[src/spal_pkg.sv]
// constants, field layout and reset values for the setpoint/alarm logic
// assumes a 100 MHz clock; shared by the core and its testbench
package spal_pkg;

	// measurement and level width, and the widened width used for sums
	localparam int VAL_W = 20;
	localparam int EXT_W = 22;
	localparam int DLY_W = 7;

	// configuration write/read selectors
	localparam logic [3:0] SEL_SP_CFG  = 4'h0;
	localparam logic [3:0] SEL_AL_CFG  = 4'h1;
	localparam logic [3:0] SEL_ALARM_FUNCTION_SELECT  = 4'h2;
	localparam logic [3:0] SEL_DLY3    = 4'h3;
	localparam logic [3:0] SEL_DLY4    = 4'h4;
	localparam logic [3:0] SEL_SP_HYST = 4'h5;
	localparam logic [3:0] SEL_AL_HYST = 4'h6;
	localparam logic [3:0] SEL_OUT_CFG = 4'h7;
	localparam logic [3:0] SEL_LEVEL1  = 4'h8; // levels at 8..b
	localparam logic [3:0] SEL_STATUS  = 4'hc;

	// per-pair bit positions; the second member sits FLD_STRIDE higher
	localparam int FLD_STRIDE = 3;
	localparam int BIT_DIR    = 0;
	localparam int BIT_POL    = 1;
	localparam int BIT_FILT   = 2;
	localparam int BIT_DIS    = 6;
	localparam int BIT_LEDDIS = 7; // in setpoint_pair_config
	localparam int BIT_EXTGT  = 7; // in alarm_pair_config
	localparam int BIT_PLACE  = 0; // two bits in alarm_function_select
	localparam int BIT_LATCH  = 2;
	localparam int BIT_FLASH  = 5; // three bits in output_config_byte

	// placement codes of an alarm against its partner setpoint
	localparam logic [1:0] PLACE_INDEP = 2'h0;
	localparam logic [1:0] PLACE_ABOVE = 2'h1;
	localparam logic [1:0] PLACE_BELOW = 2'h2;
	localparam logic [1:0] PLACE_BAND  = 2'h3;

	// flash selector code for "any setpoint active"
	localparam logic [2:0] FLASH_ANY = 3'h5;

	// reset values
	localparam logic [7:0]       CFG_RST  = 8'h00;
	localparam logic [DLY_W-1:0] DLY_RST  = 7'h00;
	localparam logic [VAL_W-1:0] VAL_RST  = 20'h00000;

	// setpoint view interval
	localparam int CLK_HZ          = 100_000_000;
	localparam int VIEW_INTERVAL_S = 15;
	localparam int VIEW_CYCLES     = VIEW_INTERVAL_S * CLK_HZ;

	// digit weights for the edit cursor, least significant first
	localparam int N_DIGITS = 5;
	localparam logic [VAL_W-1:0] DIGIT_WEIGHT [N_DIGITS] = '{
		20'h00001, 20'h0000a, 20'h00064, 20'h003e8, 20'h02710};

	typedef enum logic {SPAL_VIEW_IDLE, SPAL_VIEW_SHOW} spal_view_e;

endpackage

[src/spal_core.sv]
// four-channel setpoint and alarm comparator with setpoint view/edit
// assumes readings, buttons and resets arrive synchronous to clk as
// one-cycle pulses, except the external alarm reset which is a level
`timescale 1ns/1ps

module spal_core #(
	parameter int unsigned VIEW_CYCLES = spal_pkg::VIEW_CYCLES
) (
	input  wire logic                              clk,
	input  wire logic                              reset_n,
	input  wire logic                              reading_strobe,
	input  wire logic signed [spal_pkg::VAL_W-1:0] raw_value,
	input  wire logic signed [spal_pkg::VAL_W-1:0] filt_value,
	input  wire logic                              cfg_wr,
	input  wire logic [3:0]                        cfg_sel,
	input  wire logic [spal_pkg::VAL_W-1:0]        cfg_wdata,
	input  wire logic [3:0]                        rd_sel,
	output logic [spal_pkg::VAL_W-1:0]             rd_data,
	input  wire logic                              view_btn,
	input  wire logic                              digit_sel_btn,
	input  wire logic                              digit_inc_btn,
	input  wire logic                              reset_btn,
	input  wire logic                              serial_alarm_reset,
	input  wire logic                              ext_alarm_reset_n,
	output logic [3:0]                             xistor_on,
	output logic [3:0]                             led_on,
	output logic                                   display_flash,
	output logic                                   view_active,
	output logic [1:0]                             view_index,
	output logic signed [spal_pkg::VAL_W-1:0]      view_value,
	output logic [2:0]                             view_digit
);

	localparam int VW = spal_pkg::VAL_W;
	localparam int EW = spal_pkg::EXT_W;
	localparam int DW = spal_pkg::DLY_W;
	localparam int ST = spal_pkg::FLD_STRIDE;

	// configuration storage
	logic [7:0]              sp_cfg_reg;
	logic [7:0]              al_cfg_reg;
	logic [7:0]              alarm_function_select_reg;
	logic [7:0]              out_cfg_reg;
	logic [DW-1:0]           dly_reg [2];
	logic [VW-1:0]           sp_hyst_reg;
	logic [VW-1:0]           al_hyst_reg;
	logic signed [VW-1:0]    lvl_reg [4];

	// view state
	spal_pkg::spal_view_e    view_reg;
	logic [30:0]             tmr_reg;
	logic [1:0]              idx_reg;
	logic [2:0]              pos_reg;
	logic signed [VW-1:0]    edit_reg;
	logic                    dirty_reg;
	logic                    commit;
	logic                    view_done;

	// per-channel activity
	logic [3:0]              act_vec;
	logic [3:0]              pol_vec;
	logic [3:0]              led_en;
	logic                    sp_dis;
	logic                    al_dis;
	logic                    latch_clr;

	function automatic logic signed [EW-1:0] sx(
		input logic signed [VW-1:0] v);
		return {{(EW-VW){v[VW-1]}}, v};
	endfunction

	function automatic logic signed [EW-1:0] ux(input logic [VW-1:0] v);
		return {{(EW-VW){1'b0}}, v};
	endfunction

	assign sp_dis = sp_cfg_reg[spal_pkg::BIT_DIS];
	assign al_dis = al_cfg_reg[spal_pkg::BIT_DIS];
	// latch reset sources; the external pin counts only when gated on
	assign latch_clr = reset_btn | serial_alarm_reset
		| (!ext_alarm_reset_n & al_cfg_reg[spal_pkg::BIT_EXTGT]);

	// configuration bytes, delays and hysteresis
	always_ff @(posedge clk) begin
		if (!reset_n) begin
			sp_cfg_reg  <= spal_pkg::CFG_RST;
			al_cfg_reg  <= spal_pkg::CFG_RST;
			alarm_function_select_reg  <= spal_pkg::CFG_RST;
			out_cfg_reg <= spal_pkg::CFG_RST;
			dly_reg[0]  <= spal_pkg::DLY_RST;
			dly_reg[1]  <= spal_pkg::DLY_RST;
			sp_hyst_reg <= spal_pkg::VAL_RST;
			al_hyst_reg <= spal_pkg::VAL_RST;
		end else if (cfg_wr) begin
			case (cfg_sel)
				spal_pkg::SEL_SP_CFG:  sp_cfg_reg  <= cfg_wdata[7:0];
				spal_pkg::SEL_AL_CFG:  al_cfg_reg  <= cfg_wdata[7:0];
				spal_pkg::SEL_ALARM_FUNCTION_SELECT:  alarm_function_select_reg  <= cfg_wdata[7:0];
				spal_pkg::SEL_OUT_CFG: out_cfg_reg <= cfg_wdata[7:0];
				spal_pkg::SEL_DLY3:    dly_reg[0]  <= cfg_wdata[DW-1:0];
				spal_pkg::SEL_DLY4:    dly_reg[1]  <= cfg_wdata[DW-1:0];
				spal_pkg::SEL_SP_HYST: sp_hyst_reg <= cfg_wdata;
				spal_pkg::SEL_AL_HYST: al_hyst_reg <= cfg_wdata;
				default: ;
			endcase
		end
	end

	// levels: direct write or commit from the view editor
	always_ff @(posedge clk) begin
		if (!reset_n) begin
			for (int i = 0; i < 4; i++) begin
				lvl_reg[i] <= spal_pkg::VAL_RST;
			end
		end else if (commit) begin
			lvl_reg[idx_reg] <= edit_reg;
		end else if (cfg_wr && cfg_sel[3:2] == spal_pkg::SEL_LEVEL1[3:2])
		begin
			lvl_reg[cfg_sel[1:0]] <= cfg_wdata;
		end
	end

	// view cycle: step, timeout, edit, commit or discard
	assign view_done = (tmr_reg == 31'(VIEW_CYCLES - 1));
	// reset outranks the view button, so a joint press never stores
	assign commit = (view_reg == spal_pkg::SPAL_VIEW_SHOW) && view_btn
		&& dirty_reg && !reset_btn;

	always_ff @(posedge clk) begin
		if (!reset_n) begin
			view_reg  <= spal_pkg::SPAL_VIEW_IDLE;
			tmr_reg   <= 31'h00000000;
			idx_reg   <= 2'h0;
			pos_reg   <= 3'h0;
			edit_reg  <= spal_pkg::VAL_RST;
			dirty_reg <= 1'b0;
		end else begin
			case (view_reg)
				spal_pkg::SPAL_VIEW_IDLE: begin
					if (view_btn) begin
						view_reg  <= spal_pkg::SPAL_VIEW_SHOW;
						idx_reg   <= 2'h0;
						edit_reg  <= lvl_reg[0];
						tmr_reg   <= 31'h00000000;
						pos_reg   <= 3'h0;
						dirty_reg <= 1'b0;
					end
				end
				spal_pkg::SPAL_VIEW_SHOW: begin
					if (reset_btn) begin
						view_reg <= spal_pkg::SPAL_VIEW_IDLE;
					end else if (view_btn) begin
						dirty_reg <= 1'b0;
						tmr_reg   <= 31'h00000000;
						pos_reg   <= 3'h0;
						if (idx_reg == 2'h3) begin
							view_reg <= spal_pkg::SPAL_VIEW_IDLE;
						end else begin
							idx_reg  <= idx_reg + 2'h1;
							edit_reg <= lvl_reg[idx_reg + 2'h1];
						end
					end else if (digit_sel_btn) begin
						tmr_reg <= 31'h00000000;
						pos_reg <= (pos_reg == 3'(spal_pkg::N_DIGITS - 1))
							? 3'h0 : pos_reg + 3'h1;
					end else if (digit_inc_btn) begin
						tmr_reg   <= 31'h00000000;
						edit_reg  <= edit_reg
							+ $signed(spal_pkg::DIGIT_WEIGHT[pos_reg]);
						dirty_reg <= 1'b1;
					end else if (view_done) begin
						tmr_reg   <= 31'h00000000;
						pos_reg   <= 3'h0;
						dirty_reg <= 1'b0;
						if (idx_reg == 2'h3) begin
							view_reg <= spal_pkg::SPAL_VIEW_IDLE;
						end else begin
							idx_reg  <= idx_reg + 2'h1;
							edit_reg <= lvl_reg[idx_reg + 2'h1];
						end
					end else begin
						tmr_reg <= tmr_reg + 31'h00000001;
					end
				end
				default: view_reg <= spal_pkg::SPAL_VIEW_IDLE;
			endcase
		end
	end

	// one comparator and delay counter per channel; only the two alarm channels latch
	for (genvar g = 0; g < 4; g++) begin : ch
		localparam int  P  = g % 2;
		localparam bit  AL = (g >= 2);
		logic [7:0]           cfg;
		logic                 dir, filt, latch, dis;
		logic [1:0]           place;
		logic [DW-1:0]        dly;
		logic signed [EW-1:0] m, own, part, hh, ah, lv, up, lo;
		logic                 on_c, off_c;
		logic                 act_reg;
		logic [DW-1:0]        cnt_reg;
		logic [DW:0]          cnt_inc;

		assign cfg   = AL ? al_cfg_reg : sp_cfg_reg;
		assign dir   = cfg[P*ST + spal_pkg::BIT_DIR];
		assign filt  = cfg[P*ST + spal_pkg::BIT_FILT];
		assign place = alarm_function_select_reg[P*ST + spal_pkg::BIT_PLACE +: 2];
		// only the alarms may latch or delay
		assign latch = AL & alarm_function_select_reg[P*ST + spal_pkg::BIT_LATCH];
		assign dly   = AL ? dly_reg[P] : spal_pkg::DLY_RST;
		assign dis   = AL ? al_dis : sp_dis;
		assign cnt_inc = {1'b0, cnt_reg} + {{DW{1'b0}}, 1'b1};
		assign act_vec[g] = act_reg;
		assign pol_vec[g] = cfg[P*ST + spal_pkg::BIT_POL];
		assign led_en[g]  = AL ? !al_dis
			: !sp_dis && !sp_cfg_reg[spal_pkg::BIT_LEDDIS];

		// activation and release conditions for this channel
		always_comb begin
			m     = filt ? sx(filt_value) : sx(raw_value);
			own   = sx(lvl_reg[g]);
			part  = sx(lvl_reg[P]);
			hh    = ux(sp_hyst_reg) >>> 1;
			ah    = ux(al_hyst_reg);
			up    = part + own;
			lo    = part - own;
			lv    = own;
			on_c  = 1'b0;
			off_c = 1'b0;
			if (!AL) begin
				// split hysteresis around the level
				on_c  = dir ? (m < own - hh) : (m > own + hh);
				off_c = dir ? (m > own + hh) : (m < own - hh);
			end else if (place == spal_pkg::PLACE_BAND) begin
				if (!dir) begin
					on_c  = (m > up) || (m < lo);
					off_c = (m < up - ah) && (m > lo + ah);
				end else begin
					on_c  = (m < up) && (m > lo);
					off_c = (m > up + ah) || (m < lo - ah);
				end
			end else begin
				case (place)
					spal_pkg::PLACE_ABOVE: lv = up;
					spal_pkg::PLACE_BELOW: lv = lo;
					default:               lv = own;
				endcase
				// hysteresis only on the inactive side
				on_c  = dir ? (m < lv) : (m > lv);
				off_c = dir ? (m > lv + ah) : (m < lv - ah);
			end
		end

		// activity, delay count and latch; a set beats a latch reset
		always_ff @(posedge clk) begin
			if (!reset_n) begin
				act_reg <= 1'b0;
				cnt_reg <= spal_pkg::DLY_RST;
			end else if (dis) begin
				act_reg <= 1'b0;
				cnt_reg <= spal_pkg::DLY_RST;
			end else begin
				if (latch_clr && AL) begin
					act_reg <= 1'b0;
				end
				if (reading_strobe) begin
					if (on_c) begin
						if (cnt_reg < dly) begin
							cnt_reg <= cnt_inc[DW-1:0];
						end
						if (cnt_inc >= {1'b0, dly}) begin
							act_reg <= 1'b1;
						end
					end else begin
						cnt_reg <= spal_pkg::DLY_RST;
						if (off_c && !(latch && act_reg)) begin
							act_reg <= 1'b0;
						end
					end
				end
			end
		end
	end

	// registered pin outputs
	always_ff @(posedge clk) begin
		if (!reset_n) begin
			xistor_on <= 4'h0;
			led_on    <= 4'h0;
		end else begin
			xistor_on <= act_vec ^ pol_vec;
			led_on    <= act_vec & led_en;
		end
	end

	// display flash selector
	always_ff @(posedge clk) begin
		if (!reset_n) begin
			display_flash <= 1'b0;
		end else begin
			case (out_cfg_reg[spal_pkg::BIT_FLASH +: 3])
				3'h1:                display_flash <= act_vec[0];
				3'h2:                display_flash <= act_vec[1];
				3'h3:                display_flash <= act_vec[2];
				3'h4:                display_flash <= act_vec[3];
				spal_pkg::FLASH_ANY: display_flash <= |act_vec;
				default:             display_flash <= 1'b0;
			endcase
		end
	end

	// view outputs and configuration readback
	always_ff @(posedge clk) begin
		if (!reset_n) begin
			view_active <= 1'b0;
			view_index  <= 2'h0;
			view_value  <= spal_pkg::VAL_RST;
			view_digit  <= 3'h0;
			rd_data     <= spal_pkg::VAL_RST;
		end else begin
			view_active <= (view_reg == spal_pkg::SPAL_VIEW_SHOW);
			view_index  <= idx_reg;
			view_value  <= edit_reg;
			view_digit  <= pos_reg;
			case (rd_sel)
				spal_pkg::SEL_SP_CFG:  rd_data <= VW'(sp_cfg_reg);
				spal_pkg::SEL_AL_CFG:  rd_data <= VW'(al_cfg_reg);
				spal_pkg::SEL_ALARM_FUNCTION_SELECT:  rd_data <= VW'(alarm_function_select_reg);
				spal_pkg::SEL_OUT_CFG: rd_data <= VW'(out_cfg_reg);
				spal_pkg::SEL_DLY3:    rd_data <= VW'(dly_reg[0]);
				spal_pkg::SEL_DLY4:    rd_data <= VW'(dly_reg[1]);
				spal_pkg::SEL_SP_HYST: rd_data <= sp_hyst_reg;
				spal_pkg::SEL_AL_HYST: rd_data <= al_hyst_reg;
				spal_pkg::SEL_STATUS:  rd_data <= VW'(act_vec);
				4'h8, 4'h9, 4'ha, 4'hb: rd_data <= lvl_reg[rd_sel[1:0]];
				default:               rd_data <= spal_pkg::VAL_RST;
			endcase
		end
	end

	// checks
	property p_sp_disable;
		@(posedge clk) disable iff (!reset_n)
		sp_dis |=> act_vec[1:0] == 2'h0
			##1 xistor_on[1:0] == $past(pol_vec[1:0]);
	endproperty
	a_sp_disable: assert property (p_sp_disable)
		else $error("setpoint pair active while disabled");

	property p_al_disable;
		@(posedge clk) disable iff (!reset_n)
		al_dis |=> act_vec[3:2] == 2'h0 ##1 led_on[3:2] == 2'h0;
	endproperty
	a_al_disable: assert property (p_al_disable)
		else $error("alarm pair active while disabled");

	property p_polarity;
		@(posedge clk) disable iff (!reset_n)
		##1 xistor_on == ($past(act_vec) ^ $past(pol_vec));
	endproperty
	a_polarity: assert property (p_polarity)
		else $error("transistor sense does not follow polarity");

	property p_led_dark;
		@(posedge clk) disable iff (!reset_n)
		sp_cfg_reg[spal_pkg::BIT_LEDDIS] |=> led_on[1:0] == 2'h0;
	endproperty
	a_led_dark: assert property (p_led_dark)
		else $error("setpoint LED lit while darkened");

	property p_strobe_only;
		@(posedge clk) disable iff (!reset_n)
		!reading_strobe && !latch_clr && !sp_dis && !al_dis
			|=> act_vec == $past(act_vec);
	endproperty
	a_strobe_only: assert property (p_strobe_only)
		else $error("activity changed without a reading");

	property p_ext_ignored;
		@(posedge clk) disable iff (!reset_n)
		!al_cfg_reg[spal_pkg::BIT_EXTGT] && !ext_alarm_reset_n
			&& !reset_btn && !serial_alarm_reset && !reading_strobe
			&& !al_dis && act_vec[2] |=> act_vec[2];
	endproperty
	a_ext_ignored: assert property (p_ext_ignored)
		else $error("ungated external reset cleared an alarm");

	property p_latch_hold;
		@(posedge clk) disable iff (!reset_n)
		alarm_function_select_reg[spal_pkg::BIT_LATCH] && act_vec[2] && !latch_clr
			&& !al_dis |=> act_vec[2];
	endproperty
	a_latch_hold: assert property (p_latch_hold)
		else $error("latched alarm released without reset");

	property p_sp_no_latch_clear;
		@(posedge clk) disable iff (!reset_n)
		latch_clr && !reading_strobe && !sp_dis
			|=> act_vec[1:0] == $past(act_vec[1:0]);
	endproperty
	a_sp_no_latch_clear: assert property (p_sp_no_latch_clear)
		else $error("latch reset touched a setpoint");

	property p_flash_off;
		@(posedge clk) disable iff (!reset_n)
		out_cfg_reg[spal_pkg::BIT_FLASH +: 3] == 3'h0 |=> !display_flash;
	endproperty
	a_flash_off: assert property (p_flash_off)
		else $error("display flashing while disabled");

	property p_commit;
		@(posedge clk) disable iff (!reset_n)
		commit |=> lvl_reg[$past(idx_reg)] == $past(edit_reg);
	endproperty
	a_commit: assert property (p_commit)
		else $error("edited level not stored on view press");

	property p_discard;
		@(posedge clk) disable iff (!reset_n)
		view_reg == spal_pkg::SPAL_VIEW_SHOW && reset_btn && !cfg_wr
			|=> $stable(lvl_reg[0]) && $stable(lvl_reg[1])
			&& view_reg == spal_pkg::SPAL_VIEW_IDLE;
	endproperty
	a_discard: assert property (p_discard)
		else $error("reset did not discard the edit");

	property p_cv_latched;
		@(posedge clk) disable iff (!reset_n)
		act_vec[2] && alarm_function_select_reg[spal_pkg::BIT_LATCH] ##1 latch_clr;
	endproperty
	c_cv_latched: cover property (p_cv_latched);

	property p_cv_commit;
		@(posedge clk) disable iff (!reset_n)
		commit;
	endproperty
	c_cv_commit: cover property (p_cv_commit);

	property p_cv_band;
		@(posedge clk) disable iff (!reset_n)
		alarm_function_select_reg[1:0] == spal_pkg::PLACE_BAND && $rose(act_vec[2]);
	endproperty
	c_cv_band: cover property (p_cv_band);

endmodule

[config.mk]
export PLATFORM = sky130hd
export DESIGN_NAME = spal_core
export DESIGN_NICKNAME = d
export VERILOG_FILES = /design/src/spal_pkg.sv /design/src/spal_core.sv
export SDC_FILE = /design/constraint.sdc
export NUM_CORES = 2
export LEC_CHECK = 0
export BUFFER_PORTS_ARGS = -buffer_cell sky130_fd_sc_hd__buf_2
export CORE_ASPECT_RATIO = 1.2
export CORE_MARGIN = 5
export CORE_UTILIZATION = 40
export CTS_CLUSTER_DIAMETER = 120
export DETAILED_ROUTE_END_ITERATION = 8
export MAX_ROUTING_LAYER = met4
export SLEW_MARGIN = 10
export SYNTH_ARGS = -nofsm -noshare
export SYNTH_HDL_FRONTEND = slang
export SYNTH_SLANG_ARGS = --single-unit
[constraint.sdc]
create_clock -name clk -period 7.1 [get_ports clk]
set_clock_uncertainty 0.2 [all_clocks]
set_input_delay 0.355 -clock clk [delete_from_list [all_inputs] [get_ports clk]]
set_output_delay 0.355 -clock clk [all_outputs]
set_load 0.01 [all_outputs]
==> impl_metrics.ini <==
[run_status]
outcome = complete, no violations

[layout]
mostFrequentLayoutCells = 917 x sky130_fd_sc_hd__ha_1, 498 x sky130_fd_sc_hd__nor2_1, 478 x sky130_fd_sc_hd__inv_1
postLayoutCoreUtil = 0.453
nFillCells = 11200
final_nets = 6858
largest_register_ffs = 80
most_common_library_cell_in_the_layout_ignoring_fill_and_taps = sky130_fd_sc_hd__ha_1
finish.cell_count_without_fillers = 7365
synthToLayoutAreaGrowth_pct = 12.3
final_layout_size_suffix_gt1_frac = 0.117
design_area_um2 = 50500

[drt]
via_per_inst = 6.01
post-route-drc-count = 0
drt_iter0_markers = 4185
routed-via-count = 44200
initial_drt_pass_iterations = 7
antenna_nets_post_route = 0
postRouteWirelength_um = 192000
detail_route.wl_per_cell_um = 26.1

[critical_path]
crit_top_cell = sky130_fd_sc_hd__a21oi_1
crit_fanout = 9
critical-path-slowest-cell = sky130_fd_sc_hd__edfxtp_1
r2r_cells = 28
worst_ep_required_time_ns = 7.47
timing.setup.critical_path_class = register to register
crit_path_start_kind = register
slowest_delay_ns = 0.57
critical_path_arrival_ns = 7.14
critical_path.endpoint_type = register

[place]
detailed_place_hpwl_um = 157000
placed_cell_area_um2 = 48900
port-buffer-count = 132
place_worst_setup_slack_ns = 0.0691
dpl.cell_count = 7279
routabilityCongestion = 1.08

[worst_hold_path]
hp-class = input pin to register
number_of_stages_on_the_worst_hold_path = 5

[synthesis]
mapped_cells = 5561
ys.flop_type = sky130_fd_sc_hd__dfxtp_1
synth-async-reset-ratio = 0
mappedNetlistArea_um2 = 45000
synthesis.nets = 6578
synth-seq-cells = 297
synth-warning-count = 0
netlist-cell-type-count = 92
synth-seq-area-share = 0.153
largest_area_contributor_in_the_synthesized_netlist = sky130_fd_sc_hd__ha_1
post-synth-top-area-fraction = 0.255
synth-edff-count = 94
syn_area_per_cell_um2 = 8.09
synth.area.top_cells = sky130_fd_sc_hd__ha_1 26%, sky130_fd_sc_hd__dfxtp_1 9.0%, sky130_fd_sc_hd__edfxtp_1 6.3%

[timing]
worst_slew_pin_slew_ns = 1.34
max_frequency_mhz = 148
fin_ws_ns = 0.331
worst_slew_margin_rel = 0.108
hold_violations = 0
period_share = 0.953
setup_viol = 0
slew_viol_final = 0
timing.final.crit_period_ns = 6.77
timing.hold.ws_ns = 0.0815
final.setup.tns_ns = 0

[floorplanning]
core-area_um2 = 111000
rows = 134
floorplan.die.height_um = 377
overall_die_area_um2 = 119000
initial_core_util = 0.404
die_width_um = 316
design.portCount = 133

[grt]
globalRoute.totalOverflow = 0
number_of_antenna_violations_at_the_first_check_in_global_routing = 8
grt.total_usage = 0.318
grt_max_degree = 84
grt_first_pass_wirelength_um = 277000
grt_pass1_vias = 42400

[power]
vdd_ir_drop_max_uv = 232
totalPowerFinal_mw = 7.70
power_density_nw_per_um2 = 152
power.leakage_nw = 22.9

[cts]
cts_made_buffers = 30
max-clock-path-buffers = 3
h_tree_levels = 1
clock-sinks = 297
clk-insertion-delay-late_ns = 0.63
clk_root_buffer_cell = sky130_fd_sc_hd__clkbuf_16
clkTransAtPathRegs_ns = 0.07
tritoncts = built

[run]
drv.max_cap_violation_count = 0
==> worst max-delay path, delay by kind of cell, from the launching register on <==
kind	cells	cell delay (ns)
flip-flops	1	0.57
AO/OA/AOI/OAI	14	3.15
XOR/XNOR	2	0.36
adder cells (fa/ha/maj)	3	1.16
AND/OR/NAND/NOR	7	0.94
buffers and inverters	2	0.34
==> logic make-up after synthesis <==
family,Yosys count,share of synthesized area
AND/OR/NAND/NOR,1540,0.166
adder cells (fa/ha/maj),939,0.265
buffers and inverters,669,0.0561
AO/OA/AOI/OAI,1533,0.226
XOR/XNOR,371,0.0722
flip-flops,297,0.153
multiplexers,212,0.0616
==> power by group <==
part	total (mW)	internal, mW	switching (mW)	leakage (nW)
Combinational	4.00	1.64	2.36	19.7
Clock	1.81	1.01	0.799	0.548
Sequential	1.89	1.81	0.0777	2.61
Total	7.70	4.46	3.24	22.9
==> synth_stat cells (28+ instances only) <==
cell,n
sky130_fd_sc_hd__nand2b_1,84
sky130_fd_sc_hd__and3_1,28
sky130_fd_sc_hd__nand3_1,86
sky130_fd_sc_hd__a21o_1,179
sky130_fd_sc_hd__mux2_2,88
sky130_fd_sc_hd__nand4_1,86
sky130_fd_sc_hd__edfxtp_1,94
sky130_fd_sc_hd__o21ai_0,196
sky130_fd_sc_hd__inv_1,479
sky130_fd_sc_hd__nor4_1,40
sky130_fd_sc_hd__a31oi_1,49
sky130_fd_sc_hd__or3_1,44
sky130_fd_sc_hd__xnor2_1,302
sky130_fd_sc_hd__mux4_2,43
sky130_fd_sc_hd__o31ai_1,35
sky130_fd_sc_hd__a211oi_1,41
sky130_fd_sc_hd__nor3_1,128
sky130_fd_sc_hd__mux2i_1,81
sky130_fd_sc_hd__o21a_1,56
sky130_fd_sc_hd__and2_1,47
sky130_fd_sc_hd__o211ai_1,31
sky130_fd_sc_hd__a21oi_1,468
sky130_fd_sc_hd__nand2_1,311
sky130_fd_sc_hd__nor2_1,499
sky130_fd_sc_hd__o21ai_1,34
sky130_fd_sc_hd__ha_1,918
sky130_fd_sc_hd__o21bai_1,81
sky130_fd_sc_hd__xor2_1,69
sky130_fd_sc_hd__dfxtp_1,203
sky130_fd_sc_hd__a22oi_1,49
sky130_fd_sc_hd__nor2b_1,101
sky130_fd_sc_hd__clkbuf_1,156
==> cell type report <==
class | instances | area (µm²) | area share
clock buffers | 36 | 878 | 0.0174
multi-input cells | 4595 | 35800 | 0.709
clock inverters | 20 | 248 | 0.00490
well taps | 1496 | 1870 | 0.0371
flip-flops and latches | 297 | 6890 | 0.136
inverters | 483 | 1820 | 0.0359
diodes | 4 | 10.0 | 0.000198
repair buffers | 434 | 3000 | 0.0594
==> path summary, 6_finish.rpt <==
path,startpoint,slack [ns],end
min,digit_inc_btn,0.08,view_reg$_SDFF_PN0_
min reg2reg,sp_hyst_reg[0]$_SDFFE_PN0P_,0.28,sp_hyst_reg[0]$_SDFFE_PN0P_
max,lvl_reg[2][6]$_SDFFCE_PN0P_,0.33,ch[2].act_reg$_SDFF_PP0_
max reg2reg,lvl_reg[2][6]$_SDFFCE_PN0P_,0.33,ch[2].act_reg$_SDFF_PP0_
==> routing by layer <==
metal / up-vias / track usage / share of wire
met5: - / - / 0
met2: 1886 / 0.494 / 0.44
li1: 20800 / - / -
met1: 21000 / 0.382 / 0.40
met3: 486 / 0.0436 / 0.074
met4: 0 / 0.221 / 0.091
==> what timing repair did <==
action	in CTS	in global routing
hold buffers	25	0
resized for setup	0	43
hold endpoints to repair	81	0
setup endpoints to repair	0	2
buffers inserted	0	1
Power figures use the tool's default switching activity.
